===== config.mk =====
export PLATFORM = sky130hd
export DESIGN_NAME = mfr_modes_fruit_reply_data_gen
export DESIGN_NICKNAME = d
export VERILOG_FILES = /design/src/common/mfr_pkg.sv /design/src/mfr_modes_fruit_reply_data_gen.sv /design/src/mfr_lfsr.sv /design/src/mfr_first_word_rom.sv
export SDC_FILE = /design/constraint.sdc
export NUM_CORES = 1
export LEC_CHECK = 0
export BUFFER_PORTS_ARGS = -buffer_cell sky130_fd_sc_hd__buf_4
export CORE_ASPECT_RATIO = 1.2
export CORE_MARGIN = 2
export CORE_UTILIZATION = 45
export DETAILED_ROUTE_END_ITERATION = 16
export PLACE_DENSITY = 0.72
export SLEW_MARGIN = 30
export SYNTH_ARGS = -nofsm -noshare
export SYNTH_HDL_FRONTEND = slang
export SYNTH_HIERARCHICAL = 1
export SYNTH_SLANG_ARGS = --single-unit

===== constraint.sdc =====
create_clock -name clock -period 4.3 [get_ports clock]
set_input_delay 0.645 -clock clock [delete_from_list [all_inputs] [get_ports clock]]
set_output_delay 0.645 -clock clock [all_outputs]
set_load 0.05 [all_outputs]

===== src/common/mfr_pkg.sv =====
// constants, codes and types shared by the reply data generator
//
// Contract
// - five-bit long ratio, values above sixteen saturate
// - low bits compared, top bit ORed in
// - short replies end after 56 bits
// - flight status 0..5, downlink request 0..1
// - identity and A/B/C bits are uniform
// - D1, D2 zero; D4 one in eight
// - M position always zero
// - all-call: capability 0..3, parity identifier zero
// - first word from 512-entry shaping table
// - two byte selectors: random, shaped, zero
// - three format bits choose six words
// - first, fifth, second bit meaning, second overrides
// - format bits latched at first word read
// - trailing command starts sequence, sets active
// - trailing source advances once per word
// - active flag clears after six words
// - leading read four words, trailing six
// - reset command reseeds every random source
package mfr_pkg;
   // ************************************************************
   // register map
   // ************************************************************
   localparam int APB_ADDR_W = 4;
   localparam logic [APB_ADDR_W-1:0] RATIO_OFS = 4'h0;
   localparam logic [APB_ADDR_W-1:0] STATUS_OFS = 4'h4;
   localparam int RATIO_W = 5;
   localparam logic [RATIO_W-1:0] RATIO_RST = 5'h00;
   localparam int ST_SEQ_BIT = 0;
   localparam int ST_LONG_BIT = 1;
   localparam int ST_FMT_LSB = 2;
   localparam int ST_LEAD_BIT = 5;
   // ************************************************************
   // word layout
   // ************************************************************
   localparam int WORD_W = 16;
   localparam int STEP_W = 3;
   localparam logic [STEP_W-1:0] LEAD_LAST = 3'h3;
   localparam logic [STEP_W-1:0] TRAIL_LAST = 3'h5;
   localparam logic [STEP_W-1:0] FIRST_WORD_STEP = 3'h3;
   localparam logic [4:0] DF_SURV_ALT = 5'h04;
   localparam logic [4:0] DF_SURV_ID = 5'h05;
   localparam logic [4:0] DF_ALL_CALL = 5'h0B;
   localparam logic [4:0] DF_COMMB_ALT = 5'h14;
   localparam logic [4:0] DF_COMMB_ID = 5'h15;
   localparam int DF_LSB = 11;
   localparam int FS_LSB = 8;
   localparam int DR_LSB = 3;
   localparam logic [2:0] FS_MAX = 3'h5;
   localparam logic [6:0] FSDR_MOD = 7'h0C;
   localparam int FMT_B1 = 4;
   localparam int FMT_B2 = 3;
   localparam int FMT_B5 = 0;
   localparam logic [7:0] ID_MASK = 8'hBF;
   localparam logic [7:0] AC_MASK = 8'hAA;
   // ************************************************************
   // random sources
   // ************************************************************
   localparam int LS_W = 7;
   localparam logic [LS_W-1:0] LS_TAPS = 7'h60;
   localparam logic [LS_W-1:0] LS_SEED = 7'h5A;
   localparam int FW_W = 9;
   localparam logic [FW_W-1:0] FW_TAPS = 9'h110;
   localparam logic [FW_W-1:0] FW_SEED = 9'h1A5;
   localparam int TW_W = 21;
   localparam logic [TW_W-1:0] TW_TAPS = 21'h140000;
   localparam logic [TW_W-1:0] TW_SEED = 21'h0ACE1;
   // ************************************************************
   // types
   // ************************************************************
   typedef enum logic [1:0] {
      SEL_RND = 2'b00,
      SEL_ID = 2'b01,
      SEL_AC = 2'b10,
      SEL_ZERO = 2'b11
   } mfr_sel_type;
   typedef enum logic [1:0] {
      ST_IDLE = 2'b00,
      ST_LEAD = 2'b01,
      ST_TRAIL = 2'b10
   } mfr_state_type;
endpackage


===== src/mfr_modes_fruit_reply_data_gen.sv =====
// mode s fruit reply data generator with apb ratio and status registers
`timescale 1ns/1ps
module mfr_modes_fruit_reply_data_gen (
   input wire logic clock,
   input wire logic srst,
   input wire logic ce,
   input wire logic psel,
   input wire logic penable,
   input wire logic pwrite,
   input wire logic [mfr_pkg::APB_ADDR_W-1:0] paddr,
   input wire logic [31:0] pwdata,
   output logic [31:0] prdata,
   output logic pready,
   output logic pslverr,
   input wire logic cmd_reset,
   input wire logic leading_words_read_cmd,
   input wire logic trailing_words_read_cmd,
   input wire logic [15:0] param_word0,
   input wire logic [15:0] param_word1,
   input wire logic [15:0] param_word2,
   output logic [15:0] word_data,
   output logic word_valid
);
   mfr_pkg::mfr_state_type state;
   logic [mfr_pkg::STEP_W-1:0] step;
   logic [mfr_pkg::RATIO_W-1:0] ratio;
   logic [2:0] format_bits_latch;
   logic [mfr_pkg::LS_W-1:0] long_short_random_source;
   logic [mfr_pkg::FW_W-1:0] first_word_random_source;
   logic [mfr_pkg::TW_W-1:0] trailing_word_random_source;
   logic long_sel;
   logic [15:0] first_word;
   logic sequence_active_flag;
   logic accept_lead;
   logic accept_trail;
   logic first_read;
   logic trail_read;
   logic apb_setup;
   logic apb_done;
   logic [3:0] seq_sel;
   logic [7:0] first_byte_selector;
   logic [7:0] second_byte_selector;
   logic [7:0] rnd_lo;
   logic [7:0] id_lo;
   logic [7:0] ac_lo;

   // ************************************************************
   // apb slave
   // ************************************************************
   // one wait state: pready rises in the second access cycle
   assign apb_setup = psel & penable & ~pready;
   assign apb_done = psel & penable & pready;

   // ready and read data are registered
   always_ff @(posedge clock)
   begin
      if (srst)
      begin
         pready <= 1'b0;
         prdata <= 32'h00000000;
         pslverr <= 1'b0;
      end
      else if (ce)
      begin
         pready <= apb_setup;
         if (apb_setup)
         begin
            prdata <= 32'h00000000;
            pslverr <= 1'b0;
            case (paddr)
               mfr_pkg::RATIO_OFS: prdata[mfr_pkg::RATIO_W-1:0] <= ratio;
               mfr_pkg::STATUS_OFS:
               begin
                  prdata[mfr_pkg::ST_SEQ_BIT] <= sequence_active_flag;
                  prdata[mfr_pkg::ST_LONG_BIT] <= long_sel;
                  prdata[mfr_pkg::ST_FMT_LSB +: 3] <= format_bits_latch;
                  prdata[mfr_pkg::ST_LEAD_BIT] <= (state == mfr_pkg::ST_LEAD);
               end
               default: pslverr <= 1'b1; // unmapped address
            endcase
         end
      end
   end

   // long ratio register, written at the completing edge
   always_ff @(posedge clock)
   begin
      if (srst)
         ratio <= mfr_pkg::RATIO_RST;
      else if (ce && apb_done && pwrite && paddr == mfr_pkg::RATIO_OFS)
         ratio <= pwdata[mfr_pkg::RATIO_W-1:0];
   end

   // ************************************************************
   // random sources
   // ************************************************************
   assign first_read = (state == mfr_pkg::ST_LEAD) && (step == mfr_pkg::FIRST_WORD_STEP);
   assign trail_read = (state == mfr_pkg::ST_TRAIL);

   mfr_lfsr #(
      .W(mfr_pkg::LS_W),
      .TAPS(mfr_pkg::LS_TAPS),
      .SEED(mfr_pkg::LS_SEED)
   ) u_ls_src (
      .clock(clock),
      .srst(srst),
      .ce(ce),
      .reseed(cmd_reset),
      .advance(first_read),
      .state(long_short_random_source)
   );

   mfr_lfsr #(
      .W(mfr_pkg::FW_W),
      .TAPS(mfr_pkg::FW_TAPS),
      .SEED(mfr_pkg::FW_SEED)
   ) u_fw_src (
      .clock(clock),
      .srst(srst),
      .ce(ce),
      .reseed(cmd_reset),
      .advance(first_read),
      .state(first_word_random_source)
   );

   mfr_lfsr #(
      .W(mfr_pkg::TW_W),
      .TAPS(mfr_pkg::TW_TAPS),
      .SEED(mfr_pkg::TW_SEED)
   ) u_tw_src (
      .clock(clock),
      .srst(srst),
      .ce(ce),
      .reseed(cmd_reset),
      .advance(trail_read),
      .state(trailing_word_random_source)
   );

   // ************************************************************
   // long/short decision and first word
   // ************************************************************
   // top ratio bit forces long, so 16..31 all act as 16
   assign long_sel = ratio[mfr_pkg::RATIO_W-1] |
                     (long_short_random_source[3:0] < ratio[3:0]);

   // short replies use the upper half of the table
   mfr_first_word_rom u_rom (
      .addr({~long_sel, first_word_random_source[7:0]}),
      .data(first_word)
   );

   // ************************************************************
   // read sequencer
   // ************************************************************
   assign sequence_active_flag = (state == mfr_pkg::ST_TRAIL);
   assign accept_lead = (state == mfr_pkg::ST_IDLE) && leading_words_read_cmd && !cmd_reset;
   assign accept_trail = (state == mfr_pkg::ST_IDLE) && trailing_words_read_cmd &&
                         !leading_words_read_cmd && !cmd_reset;

   // state and word step; reset command aborts any read
   always_ff @(posedge clock)
   begin
      if (srst)
      begin
         state <= mfr_pkg::ST_IDLE;
         step <= 3'h0;
      end
      else if (ce)
      begin
         if (cmd_reset)
         begin
            state <= mfr_pkg::ST_IDLE;
            step <= 3'h0;
         end
         else
         begin
            case (state)
               mfr_pkg::ST_IDLE:
               begin
                  step <= 3'h0;
                  if (accept_lead)
                     state <= mfr_pkg::ST_LEAD;
                  else if (accept_trail)
                     state <= mfr_pkg::ST_TRAIL;
               end
               mfr_pkg::ST_LEAD:
               begin
                  if (step == mfr_pkg::LEAD_LAST)
                  begin
                     state <= mfr_pkg::ST_IDLE;
                     step <= 3'h0;
                  end
                  else
                     step <= step + 3'h1;
               end
               mfr_pkg::ST_TRAIL:
               begin
                  if (step == mfr_pkg::TRAIL_LAST)
                  begin
                     state <= mfr_pkg::ST_IDLE;
                     step <= 3'h0;
                  end
                  else
                     step <= step + 3'h1;
               end
               default:
               begin
                  state <= mfr_pkg::ST_IDLE;
                  step <= 3'h0;
               end
            endcase
         end
      end
   end

   // format bits caught as the first reply word goes out
   always_ff @(posedge clock)
   begin
      if (srst)
         format_bits_latch <= 3'h0;
      else if (ce && !cmd_reset && first_read)
         format_bits_latch <= {first_word[mfr_pkg::DF_LSB + mfr_pkg::FMT_B1],
                               first_word[mfr_pkg::DF_LSB + mfr_pkg::FMT_B2],
                               first_word[mfr_pkg::DF_LSB + mfr_pkg::FMT_B5]};
   end

   // ************************************************************
   // construction sequence and byte selectors
   // ************************************************************
   // sequence table: fmt = {comm-b, all-call, id}, returns {hi, lo}
   function automatic logic [3:0] seq_table(input logic [2:0] fmt,
                                            input logic [mfr_pkg::STEP_W-1:0] s);
      logic [3:0] r;
      r = {mfr_pkg::SEL_ZERO, mfr_pkg::SEL_ZERO};
      if (fmt[1])
      begin
         // all-call: address tail, then zero parity identifier
         if (s == 3'h0)
            r = {mfr_pkg::SEL_RND, mfr_pkg::SEL_RND};
      end
      else
      begin
         case (s)
            3'h0: r = {mfr_pkg::SEL_RND, fmt[0] ? mfr_pkg::SEL_ID : mfr_pkg::SEL_AC};
            3'h1: r = {mfr_pkg::SEL_RND, mfr_pkg::SEL_RND};
            3'h2: r = {mfr_pkg::SEL_RND, fmt[2] ? mfr_pkg::SEL_RND : mfr_pkg::SEL_ZERO};
            default:
            begin
               if (fmt[2])
                  r = {mfr_pkg::SEL_RND, mfr_pkg::SEL_RND};
            end
         endcase
      end
      return r;
   endfunction

   assign seq_sel = seq_table(format_bits_latch, step);
   assign rnd_lo = trailing_word_random_source[7:0];
   // identity low byte: M position forced low
   assign id_lo = rnd_lo & mfr_pkg::ID_MASK;
   // altitude low byte: A4 B1 B2 B4 random, M D1 D2 zero, D4 one in eight
   assign ac_lo = (rnd_lo & mfr_pkg::AC_MASK) |
                  {7'h00, &trailing_word_random_source[20:18]};

   // byte selectors, fourth input grounded
   always_comb
   begin
      first_byte_selector = 8'h00;
      second_byte_selector = 8'h00;
      if (seq_sel[3:2] != mfr_pkg::SEL_ZERO)
         first_byte_selector = trailing_word_random_source[15:8];
      case (seq_sel[1:0])
         mfr_pkg::SEL_RND: second_byte_selector = rnd_lo;
         mfr_pkg::SEL_ID: second_byte_selector = id_lo;
         mfr_pkg::SEL_AC: second_byte_selector = ac_lo;
         default: second_byte_selector = 8'h00;
      endcase
   end

   // ************************************************************
   // word output
   // ************************************************************
   // one word per clock while a read runs
   always_ff @(posedge clock)
   begin
      if (srst)
      begin
         word_data <= 16'h0000;
         word_valid <= 1'b0;
      end
      else if (ce)
      begin
         word_valid <= (state != mfr_pkg::ST_IDLE) && !cmd_reset;
         word_data <= 16'h0000;
         if (!cmd_reset && state == mfr_pkg::ST_LEAD)
         begin
            case (step)
               3'h0: word_data <= param_word0;
               3'h1: word_data <= param_word1;
               3'h2: word_data <= param_word2;
               default: word_data <= first_word;
            endcase
         end
         else if (!cmd_reset && state == mfr_pkg::ST_TRAIL)
            word_data <= {first_byte_selector, second_byte_selector};
      end
   end

   // ************************************************************
   // assertions
   // ************************************************************
   a_ratio_full: assert property (@(posedge clock) disable iff (srst)
      ratio[mfr_pkg::RATIO_W-1] |-> long_sel)
      else $error("long select low with ratio of sixteen or more");

   a_ratio_zero: assert property (@(posedge clock) disable iff (srst)
      (ratio == 5'h00) |-> !long_sel)
      else $error("long select high with zero ratio");

   a_first_fields: assert property (@(posedge clock) disable iff (srst || !ce)
      word_valid && $past(state) == mfr_pkg::ST_LEAD && $past(step) == mfr_pkg::FIRST_WORD_STEP
      && word_data[15:11] != mfr_pkg::DF_ALL_CALL
      |-> word_data[10:8] <= mfr_pkg::FS_MAX && word_data[7:4] == 4'h0)
      else $error("first word status or request field out of range");

   a_first_long: assert property (@(posedge clock) disable iff (srst || !ce)
      first_read && long_sel |=> word_data[15])
      else $error("long reply without long format code");

   a_alt_shape: assert property (@(posedge clock) disable iff (srst || !ce)
      $past(trail_read) && $past(step) == 3'h0 && !format_bits_latch[1] && !format_bits_latch[0]
      |-> word_data[6] == 1'b0 && word_data[4] == 1'b0 && word_data[2] == 1'b0)
      else $error("altitude M or D1 D2 bit set");

   a_allcall_zero: assert property (@(posedge clock) disable iff (srst || !ce)
      $past(trail_read) && $past(step) != 3'h0 && format_bits_latch[1]
      |-> word_data == 16'h0000)
      else $error("all-call tail not zero");

   a_short_tail: assert property (@(posedge clock) disable iff (srst || !ce)
      $past(trail_read) && $past(step) > 3'h2 && !format_bits_latch[2]
      |-> word_data == 16'h0000)
      else $error("short reply carries data past 56 bits");

   a_trail_start: assert property (@(posedge clock) disable iff (srst || !ce)
      accept_trail |=> sequence_active_flag ##1 word_valid)
      else $error("trailing read did not start sequence");

   a_six_words: assert property (@(posedge clock) disable iff (srst || !ce || cmd_reset)
      $rose(sequence_active_flag) |-> sequence_active_flag[*6] ##1 !sequence_active_flag)
      else $error("sequence active not exactly six cycles");

   a_four_words: assert property (@(posedge clock) disable iff (srst || !ce || cmd_reset)
      accept_lead |=> (state == mfr_pkg::ST_LEAD)[*4] ##1 (state == mfr_pkg::ST_IDLE))
      else $error("leading read not four words");

   a_src_advance: assert property (@(posedge clock) disable iff (srst || !ce)
      trail_read && !cmd_reset |=> trailing_word_random_source
                                   != $past(trailing_word_random_source))
      else $error("trailing source did not advance");

   a_reset_seed: assert property (@(posedge clock) disable iff (srst || !ce)
      cmd_reset |=> trailing_word_random_source == mfr_pkg::TW_SEED
                    && long_short_random_source == mfr_pkg::LS_SEED)
      else $error("reset command did not reseed sources");

   c_leading: cover property (@(posedge clock) disable iff (srst) accept_lead ##5 accept_trail);
   c_commb: cover property (@(posedge clock) disable iff (srst)
      $rose(sequence_active_flag) && format_bits_latch[2]);
   c_allcall: cover property (@(posedge clock) disable iff (srst)
      $rose(sequence_active_flag) && format_bits_latch[1]);
   c_full_ratio: cover property (@(posedge clock) disable iff (srst)
      ratio[mfr_pkg::RATIO_W-1] && first_read);
endmodule


===== src/mfr_lfsr.sv =====
// galois shift register random source with reseed
`timescale 1ns/1ps
module mfr_lfsr #(
   parameter int W = 7,
   parameter logic [W-1:0] TAPS = '1,
   parameter logic [W-1:0] SEED = '1
) (
   input wire logic clock,
   input wire logic srst,
   input wire logic ce,
   input wire logic reseed,
   input wire logic advance,
   output logic [W-1:0] state
);
   // ************************************************************
   // shift register
   // ************************************************************
   // reseed wins over advance; never reaches the all-zero lockup
   always_ff @(posedge clock)
   begin
      if (srst)
         state <= SEED;
      else if (ce)
      begin
         if (reseed)
            state <= SEED;
         else if (advance)
            state <= state[0] ? ((state >> 1) ^ TAPS) : (state >> 1);
      end
   end
endmodule


===== src/mfr_first_word_rom.sv =====
// shaping table for the first reply word
`timescale 1ns/1ps
module mfr_first_word_rom (
   input wire logic [8:0] addr,
   output logic [15:0] data
);
   logic [6:0] fsdr;
   logic [4:0] df;
   // ************************************************************
   // table decode
   // ************************************************************
   // lower half long, upper half short; fs/dr pairs folded mod 12
   always_comb
   begin
      fsdr = 7'h00;
      df = mfr_pkg::DF_SURV_ALT;
      data = 16'h0000;
      if (!addr[8])
      begin
         fsdr = addr[6:0] % mfr_pkg::FSDR_MOD;
         df = addr[7] ? mfr_pkg::DF_COMMB_ID : mfr_pkg::DF_COMMB_ALT;
      end
      else
      begin
         fsdr = {1'b0, addr[5:0]} % mfr_pkg::FSDR_MOD;
         case (addr[7:6])
            2'b01: df = mfr_pkg::DF_SURV_ID;
            2'b10: df = mfr_pkg::DF_ALL_CALL;
            default: df = mfr_pkg::DF_SURV_ALT;
         endcase
      end
      data[15:11] = df;
      if (df == mfr_pkg::DF_ALL_CALL)
      begin
         data[10:8] = {1'b0, addr[1:0]};
         data[7:0] = {addr[5:0], addr[3:2]};
      end
      else
      begin
         data[10:8] = fsdr[3:1];
         data[mfr_pkg::DR_LSB] = fsdr[0];
         data[2:0] = addr[2:0];
      end
   end
endmodule


==> key figures, run 1 <==
Status
  • Status: finished clean

Clock network
  • Worst-Skew Late Latency: around 0.33 ns
  • CTS Buf Count: 9
  • Clock slew seen by the registers of the worst setup and hold paths: 0.05 ns
  • Postcts setup bufs: 0
  • Clock sink count: 75
  • Worst-case clock buffer depth: 2
  • CTS tree: yes
  • H-tree depth: 3
  • Post-CTS sizing: 0
  • Root Buffer: clkbuf_16
  • Hold_buf cts: 0

Layout
  • Finished Core Util: about 55%
  • Layout cells sized above 1: slightly below 20%
  • Antenna diode count: 0
  • Fillers: between 900 and 1,000
  • Total area of sequential cells: 0.00150 mm^2
  • Fin nets: between 700 and 800
  • Multi-input logic area: roughly 0.0027 mm^2
  • Synthesis-to-layout area growth: 18.4%

Global routing
  • Initial antenna violation count: 0
  • First-pass GRT wire length: between 15,000 and 20,000 um
  • GRT overflow: 0
  • Vias in the first global route: 3,877
  • Largest net degree at the start of global routing: 110
  • Gr usage total: around a fifth

Routing
  • Vias per Instance: between 5 and 6
  • Post-DR wirelength/cell: around 16 um
  • DRT iter0 DRCs: roughly 350
  • Pre-antenna DRT Iters: 7
  • Antenna Nets Post-Route: 0
  • Via count: between 4,000 and 5,000
  • DRC violations left: 0
  • Routed WL: ~11,000 um

Yosys
  • Yosys top cell area share: 32.7%
  • #FFs+latches synth: 75
  • Mean Syn Cell Area: about 8.5 um^2
  • Syn Inst Count: 542
  • Yosys warning count: 6
  • Top post-synthesis cells by area: dfxtp_1 (33%), mux2i_1 (7.4%), nor2_1 (5.8%), buf_4 (5.2%), nand2b_1 (3.7%)
  • Post-synthesis sequential area ratio: approximately a third
  • Main flop type after synthesis: dfxtp_1
  • Synth cell types: 66
  • Count leader, synth: dfxtp_1
  • Async SR Flop Fraction: 0%
  • Largest area contributor in the netlist: dfxtp_1
  • Cell area after synthesis: roughly 0.0046 mm^2
  • Commonest cells post-synth: dfxtp_1 (75), nor2_1 (71), mux2i_1 (34), buf_4 (32), nand2b_1 (27)
  • EDFF count, synth: 0

Min path
  • Hold Path Depth: 2
  • Hold_sp: prdata[1]
  • Worst Hold Class: reg -> reg

Place
  • DP HPWL: between 8000 and 9000 um
  • Port Buffers: 90
  • Final GP Congestion: about 0.9

Die
  • Die area: 0.0110 mm^2
  • Chip height: about 110 um
  • Die W: approximately 96 um
  • Starting Density: about 46%
  • I/O Pins: 144
  • Std-Cell Rows: 40
  • Core Box Area: 0.00996 mm^2

STA
  • Slew HR: about two fifths
  • Setup_tns: 0 ns
  • Final period util: between 60 and 70%
  • Skew final: just under 0.005 ns
  • Max-slew violations: 0
  • Worst slew pin tran: roughly 0.87 ns
  • Final setup fails: 0
  • FMAX: 0.365 GHz
  • Unrepaired setup endpoints after global routing: no
  • Tmin final: roughly 2.7 ns
  • Final Hold Fails: 0

Pwr
  • Leak: ~0.0022 uW
  • Flop pwr share: between 40% and 50%
  • Gate power share: approximately 15%
  • Clock power frac: 43.4%
  • Switching power: 450 uW
  • Sw frac: between 20% and 30%
  • Pwr Density: ~320 mW/mm^2
  • Worst IR Drop VDD: about 0.00025 V
  • Cell Int Power: about 1300 uW

Setup path
  • Critical Path End Type: flip-flop
  • Critical path startpoint category: flip-flop
  • Critical path startpoint: ratio[1]
  • FF-to-FF path depth: 13
  • WP data arrival: 3.00 ns
  • CP max FO: 7
  • R2r startpoint: ratio[1]
  • WP data required: roughly 4.6 ns
  • Setup CP Type: reg -> reg

Job
  • Max-Cap Viols: 0
## logic make-up (layout without fill, tap and decap cells)
family	Yosys count	in the layout	synth area share, %
other	1	26	0.0816
multiplexers	36	36	7.89
XOR/XNOR	6	6	1.14
adder cells (fa/ha/maj)	13	13	3.54
buffers and inverters	88	130	10.9
flip-flops	75	75	32.7
AO/OA/AOI/OAI	114	114	19.3
AND/OR/NAND/NOR	209	209	24.4
## through the flow
stage               std cells  cell area (um^2)  total power, uW  setup WS (ns)  hold WS [ns]
global placement          719              5120              987           1.58         0.454
detailed placement        719              5120              992           1.54         0.454
finish                    735              5440             1730           1.56         0.464
global route              735              5440             1800           1.28         0.492
CTS                       734              5410             1740           1.50         0.467
floorplan                 567              4690              928           1.91         0.443
## worst max-delay path: stages (launching register included)
cell,delay [ns]
dfxtp_1,0.34
inv_1,0.05
ha_1,0.28
a21o_1,0.16
a21oi_1,0.19
nor2_1,0.06
o21ba_2,0.25
nor2b_1,0.24
nand2b_1,0.14
a211o_2,0.34
a31oi_1,0.14
o2bb2ai_1,0.15
a221oi_1,0.14
nor3_1,0.19
## final timing paths
| kind | end | slack (ns) |
|---|---|---|
| min reg2reg | prdata[1] | 0.46 |
| max reg2reg | word_data[10] | 1.56 |
| max | word_data[10] | 1.56 |
| min | prdata[1] | 0.46 |
## sequential cells by signal, indices dropped and copies added (netlist names)
signal / flops
pslverr: 1
word_valid: 1
pready: 1
u_fw_src/state: 9
u_tw_src/state: 21
word_data: 16
prdata: 6
ratio: 5
format_bits_latch: 3
u_ls_src/state: 7
state: 2
step: 3
## power groups by stage
stage               Clock, uW  Sequential, uW  Combinational (uW)
global route              800             724                 277
detailed placement          0             737                 254
floorplan                   0             764                 164
finish                    752             722                 258
CTS                       758             722                 255
global placement            0             736                 251
## cell type report
class                           instances  share of cell area [%]
Tap cell                              126                    2.90
Inverter                               22                    1.52
Multi-Input combinational cell        404                    49.4
Sequential cell                        75                    27.6
Timing Repair Buffer                   93                    13.2
Clock buffer                           13                    4.78
Clock inverter                          2                   0.644
## layer usage
layer / GRT usage (%) / wire length, um / part of all wire [%]
met5: 0 / 0 / 0
met4: 7.62 / 284 / 2.5
met3: 4.34 / 531 / 4.6
met2: 36.3 / 6000 / 52
met1: 26.3 / 4670 / 41
## layout by cell type, fill, tap and decap left out, types with 6 or more instances in the layout
master / count
buf_4: 92
dfxtp_1: 75
nor2_1: 71
mux2i_1: 34
nand2b_1: 27
nor3_1: 26
conb_1: 26
nand2_1: 24
inv_1: 21
a21oi_1: 20
a222oi_1: 16
or3b_1: 14
ha_1: 13
a31oi_1: 10
nand3_1: 9
clkbuf_16: 9
a22oi_1: 9
o2bb2ai_1: 8
a221oi_1: 8
o21ai_0: 8
o32ai_1: 7
nand3b_1: 6
a311oi_1: 6
No activity file was read; power rests on OpenSTA's default activity.
==> inputs of run 2 (changes only) <==
==> constraint.sdc (replaced) <==
create_clock -name clock -period 2.54 [get_ports clock]
set_input_delay 0.381 -clock clock [delete_from_list [all_inputs] [get_ports clock]]
set_output_delay 0.381 -clock clock [all_outputs]
set_load 0.05 [all_outputs]
==> key figures, run 2 (synthesis results as in run 1) <==
Status
  • Status: finished clean

Layout
  • Number of flip-flops in the largest register: 21 (unchanged)
  • Layout cells sized above 1: 24.0% (+4.1 points)
  • Regs by FF count: u_tw_src/state: 21 flops, word_data: 16 flops, u_fw_src/state: 9 flops
  • Fillers: 927 (+0.11%)
  • Most common cell after layout, fill and taps aside: buf_4
  • Largest Register: u_tw_src/state
  • Fin nets: 727 (+2.3%)
  • Commonest non-fill, non-tap cells in the layout: buf_4 (107), dfxtp_1 (73), nor2_1 (70)
  • Finished Layout Cells: 751 (+2.2%)
  • Antenna diode count: 0 (unchanged)
  • Synthesis-to-layout area growth: 22.2%

Setup path
  • Setup CP Type: reg -> reg
  • Worst-path cell chain: inv_2 -> ha_4 -> a21o_1 -> a21oi_2 -> nor2_2 -> o21ba_4 -> nor2b_4 -> nand2b_1 -> a211o_2 -> a31oi_2 -> o2bb2ai_1 -> a221oi_1 -> nor3_1
  • Capture point of the worst reg-to-reg path: word_data[10]
  • Critical path startpoint category: flip-flop
  • Critical path startpoint: ratio[1]
  • Critical Path End Type: flip-flop
  • Slowest stage cell, crit path: a211o_2
  • FF-to-FF path depth: 13 (unchanged)
  • R2r startpoint: ratio[1]
  • CP delay by family, top: compound AO/OA/AOI/OAI gates
  • WP data required: 2.78 ns (-1.78 ns)
  • CP max stage delay: 0.35 ns (about the same)
  • Reg2Reg Setup Slack: 0.06 ns (-1.50 ns)
  • WP data arrival: 2.72 ns (-0.28 ns)
  • CP max FO: 5 (-2)
  • CP bufs+invs: 1 (unchanged)

Die
  • Core Box Area: 0.00996 mm^2 (unchanged)
  • Chip height: 115 um (unchanged)
  • Std-Cell Rows: 40 (unchanged)
  • I/O Pins: 144 (unchanged)
  • Die area: 0.0110 mm^2 (unchanged)
  • Starting Density: 46.2% (unchanged)
  • Die W: 96.3 um (unchanged)

Min path
  • Worst Hold Class: in -> reg
  • Worst Hold End: ratio[4]
  • Hold_sp: pwdata[4]
  • Hold Path Depth: 3 (+1)

STA
  • Slew HR: 50.7% (+8.8 points)
  • Final Hold Fails: 0 (unchanged)
  • FMAX: 0.403 GHz (+11%)
  • Final worst setup slack: 0.0617 ns (-1.50 ns)
  • Max-slew violations: 0 (unchanged)
  • Setup_tns: 0 ns (unchanged)
  • Final setup fails: 0 (unchanged)
  • Worst slew pin tran: 0.739 ns (-0.132 ns)
  • Final period util: 97.6% (+34 points)
  • Skew final: 0.00482 ns (-0.000157 ns)
  • Tmin final: 2.48 ns (-0.265 ns)
  • Unrepaired setup endpoints after global routing: yes

Global routing
  • First-pass GRT wire length: 18,900 um (+2.0%)
  • Vias in the first global route: 4,001 (+3.2%)
  • Largest net degree at the start of global routing: 87 (-21%)
  • GRT overflow: 0 (unchanged)
  • Initial antenna violation count: 0 (unchanged)
  • Gr usage total: 21.4% (+0.083 points)

Routing
  • Via count: 4,231 (+2.2%)
  • DRC violations left: 0 (unchanged)
  • Antenna Nets Post-Route: 0 (unchanged)
  • Post-DR wirelength/cell: 15.8 um (+1.2%)
  • Pre-antenna DRT Iters: 7 (unchanged)
  • Routed WL: 11,900 um (+3.4%)
  • DRT iter0 DRCs: 255 (-27%)
  • Vias per Instance: 5.63 (about the same)

Clock network
  • H-tree depth: 3 (unchanged)
  • Worst-case clock buffer depth: 2 (unchanged)
  • Clock slew seen by the registers of the worst setup and hold paths: 0.06 ns (about the same)
  • CTS Buf Count: 9 (unchanged)
  • Worst-Skew Late Latency: 0.33 ns (about the same)
  • CTS tree: yes
  • Clock sink count: 75 (unchanged)
  • Root Buffer: clkbuf_16

Place
  • Port Buffers: 90 (unchanged)
  • DP HPWL: 8530 um (+5.8%)
  • Final GP Congestion: 0.886 (+1.1%)
  • Placed Cells: 735 (+2.2%)
  • Worst slack at placement: -0.0127 ns (-1.55 ns)

Pwr
  • Overall power: 2890 uW (+67%)
  • Pwr Density: 515 mW/mm^2 (+62%)
  • Leak: 0.00224 uW (+4.1%)
  • Worst IR Drop VDD: 0.000322 V (+28%)

Job
  • Max-Cap Viols: 0 (unchanged)
## run 2: final cells by class
type | instances | area [um^2] | area share, %
well taps | 126 | 158 | 2.81
inverters | 22 | 82.6 | 1.47
clock buffers | 9 | 225 | 4.01
flip-flops and latches | 75 | 1500 | 26.8
multi-input cells | 404 | 2750 | 49.0
clock inverters | 6 | 57.6 | 1.02
repair buffers | 109 | 835 | 14.9
## run 2: worst max path at each step
stage	to	slack [ns]	depth (start not counted)
after floorplan	word_data[10]	0.15	13
after detailed placement	word_data[10]	-0.01	13
after global placement	word_data[9]	0.009	14
final	word_data[10]	0.06	13
after CTS	word_data[9]	0.008	12
after global routing	word_data[9]	-0.11	14
## run 2: report_power, final
group	internal, uW	switching (uW)
logic	160	282
registers	1200	19.0
clock network	747	481
## run 2: metal layers
metal	vias to the layer above	track usage, %	routed length [um]
met3	28	3.23	469
met4	0	6.86	257
met2	122	37.6	6240
met5	-	0	0
li1	2064	-	-
met1	2017	26.4	4910
## run 2: timing repair
item | CTS | global route
hold endpoints to repair | 0 | 0
pin swaps | 2 | 13
hold buffers | 0 | 0
gates resized for setup | 2 | 14
setup endpoints to repair | 3 | 4
setup buffers | 0 | 1
## run 2: worst register-to-register path, cell delays in order (launching register included)
cell       delay (ns)
dfxtp_2          0.34
inv_2            0.04
ha_4             0.20
a21o_1           0.18
a21oi_2          0.17
nor2_2           0.06
o21ba_4          0.24
nor2b_4          0.12
nand2b_1         0.10
a211o_2          0.35
a31oi_2          0.12
o2bb2ai_1        0.15
a221oi_1         0.11
nor3_1           0.21
## run 2: stage by stage
step                instance area, um^2  hold slack, ns  util (%)
finish                             5620           0.290      56.4
global placement                   5250           0.455      52.7
floorplan                          4690           0.443         -
global route                       5620           0.298      56.4
detailed placement                 5250           0.462      52.7
CTS                                5540           0.290      55.6
==> inputs of run 3 (changes only) <==
--- a/config.mk
+++ b/config.mk
@@ -5,12 +5,12 @@
 export SDC_FILE = /design/constraint.sdc
 export NUM_CORES = 1
 export LEC_CHECK = 0
-export BUFFER_PORTS_ARGS = -buffer_cell sky130_fd_sc_hd__buf_4
 export CORE_ASPECT_RATIO = 1.2
 export CORE_MARGIN = 2
 export CORE_UTILIZATION = 45
 export DETAILED_ROUTE_END_ITERATION = 16
-export PLACE_DENSITY = 0.72
+export DONT_BUFFER_PORTS = 1
+export GPL_ROUTABILITY_DRIVEN = 1
 export SLEW_MARGIN = 30
 export SYNTH_ARGS = -nofsm -noshare
 export SYNTH_HDL_FRONTEND = slang
==> key figures, run 3 (synthesis results as in run 1) <==
Status
  • Status: finished clean

STA
  • Hold slack: 0.118 ns (-0.172 ns)
  • Final worst setup slack: 0.0439 ns (-0.0177 ns)
  • Tmin final: 2.50 ns (+0.0177 ns)
  • Worst slew pin tran: 0.601 ns (-0.138 ns)
  • Final Hold Fails: 0 (unchanged)
  • Final setup fails: 0 (unchanged)
  • FMAX: 0.401 GHz (-0.71%)
  • Final period util: 98.3% (+0.70 points)
  • Slew HR: 59.9% (+9.2 points)
  • Unrepaired setup endpoints after global routing: yes
  • Skew final: 0.00981 ns (+0.00500 ns)
  • Max-slew violations: 0 (unchanged)

Layout
  • Antenna diode count: 0 (unchanged)
  • Synthesis-to-layout area growth: 9.42%
  • Finished Core Util: 50.5% (-5.9 points)
  • Most common cell after layout, fill and taps aside: dfxtp_1
  • Commonest non-fill, non-tap cells in the layout: dfxtp_1 (73), nor2_1 (71), mux2i_1 (34)
  • Finished Cell Area: 0.00503 mm^2 (-10%)
  • Finished Layout Cells: 667 (-11%)
  • Layout cells sized above 1: 12.2% (-12 points)
  • Regs by FF count: u_tw_src/state: 21 flops, word_data: 16 flops, u_fw_src/state: 9 flops
  • Largest Register: u_tw_src/state
  • Number of flip-flops in the largest register: 21 (unchanged)
  • Fin nets: 642 (-12%)

Die
  • Starting Density: 46.2% (unchanged)
  • Chip height: 115 um (unchanged)
  • Std-Cell Rows: 40 (unchanged)
  • I/O Pins: 144 (unchanged)
  • Core Box Area: 0.00996 mm^2 (unchanged)
  • Die W: 96.3 um (unchanged)
  • Die area: 0.0110 mm^2 (unchanged)

Pwr
  • Leak: 0.00185 uW (-18%)
  • Worst IR Drop VDD: 0.000376 V (+17%)
  • Pwr Density: 575 mW/mm^2 (+12%)

Routing
  • DRC violations left: 0 (unchanged)
  • Via count: 3,898 (-7.9%)
  • Routed WL: 11,500 um (-3.2%)
  • Antenna Nets Post-Route: 0 (unchanged)
  • Pre-antenna DRT Iters: 5 (-2)
  • Vias per Instance: 5.84 (+3.7%)
  • Post-DR wirelength/cell: 17.2 um (+9.0%)
  • Routed met1 length: 4800 um (-2.3%)
  • Metal2 WL: 5950 um (-4.7%)
  • DRT iter0 DRCs: 226 (-11%)
  • Routed met3 length: 467 um (-0.43%)
  • Top Layer Used: met4

Setup path
  • Critical path startpoint category: flip-flop
  • CP max FO: 6 (+1)
  • Setup CP Type: reg -> reg
  • WP data required: 2.77 ns (about the same)
  • Critical Path End Type: flip-flop
  • WP data arrival: 2.73 ns (about the same)

Clock network
  • Clock sink count: 75 (unchanged)
  • Worst-Skew Late Latency: 0.34 ns (about the same)
  • CTS tree: yes
  • Hold_buf cts: 0 (unchanged)
  • CTS Buf Count: 9 (unchanged)
  • Root Buffer: clkbuf_16
  • Clock slew seen by the registers of the worst setup and hold paths: 0.06 ns (about the same)
  • Worst-case clock buffer depth: 2 (unchanged)
  • H-tree depth: 3 (unchanged)

Place
  • Final GP Congestion: 0.866 (-2.3%)
  • Placed Area: 0.00461 mm^2 (-12%)
  • Placed Cells: 649 (-12%)
  • Worst slack at placement: -0.0610 ns (-0.0483 ns)
  • Port Buffers: 0 (-100%)
  • DP HPWL: 8150 um (-4.5%)

Job
  • Max-Cap Viols: 0 (unchanged)

Min path
  • Worst Hold Class: in -> reg

Global routing
  • Vias in the first global route: 3,596 (-10%)
  • Largest net degree at the start of global routing: 110 (+26%)
  • First-pass GRT wire length: 18,000 um (-4.6%)
  • Initial antenna violation count: 0 (unchanged)
  • GRT overflow: 0 (unchanged)
  • Gr usage total: 21.0% (-0.33 points)
run 3: report_power, final:
part | internal, uW | switching (uW) | total (uW)
combinational | 80.4 | 168 | 249
clock | 866 | 505 | 1370
sequential | 1200 | 70.0 | 1270
run 3: metal layers:
metal | global-route usage [%] | vias to the layer above
li1 | - | 1904
met1 | 25.9 | 1895
met2 | 35.6 | 79
met3 | 4.34 | 20
met4 | 8.19 | 0
met5 | 0 | -
run 3: stage by stage:
step	TNS [ns]	total power (uW)
after floorplan	0	1570
after global placement	-0.0489	1540
after detailed placement	-0.116	1540
after CTS	0	2910
after global routing	-0.213	2990
final	0	2890
run 3: repair_timing:
item	4_1_cts	5_1_grt
buffers inserted	0	2
resized for setup	6	12
pin swaps	0	14
endpoints found under the setup margin	3	5
hold endpoints to repair	0	0
run 3: layout make-up:
class                           instances  area (um^2)
Timing Repair Buffer                   24          196
Multi-Input combinational cell        404         2770
Inverter                               22         82.6
Clock inverter                          5         85.1
Clock buffer                           11          233
Fill cell                             955         4930
Tap cell                              126          158
Sequential cell                        75         1500
run 3: critical path, cell delays in order (launching register included):
cell and delay (ns):
dfxtp_2 0.33, inv_2 0.05, ha_4 0.20, a21o_1 0.18
a21oi_2 0.14, nor2_1 0.08, o21ba_4 0.26, nor2b_4 0.13
buf_6 0.11, xnor2_2 0.05, a31oi_1 0.23, a31oi_2 0.12
o2bb2ai_2 0.16, a221oi_2 0.26, nor3_1 0.08
run 3: worst paths after layout:
| kind | startpoint | end | slack [ns] | depth (start not counted) |
|---|---|---|---|---|
| setup / recovery | ratio[1] | word_data[9] | 0.04 | 14 |
| hold / removal | srst | word_data[5] | 0.12 | 1 |
| setup reg to reg | ratio[1] | word_data[9] | 0.04 | 14 |
| hold reg to reg | u_ls_src/state[5] | u_ls_src/state[5] | 0.47 | 2 |
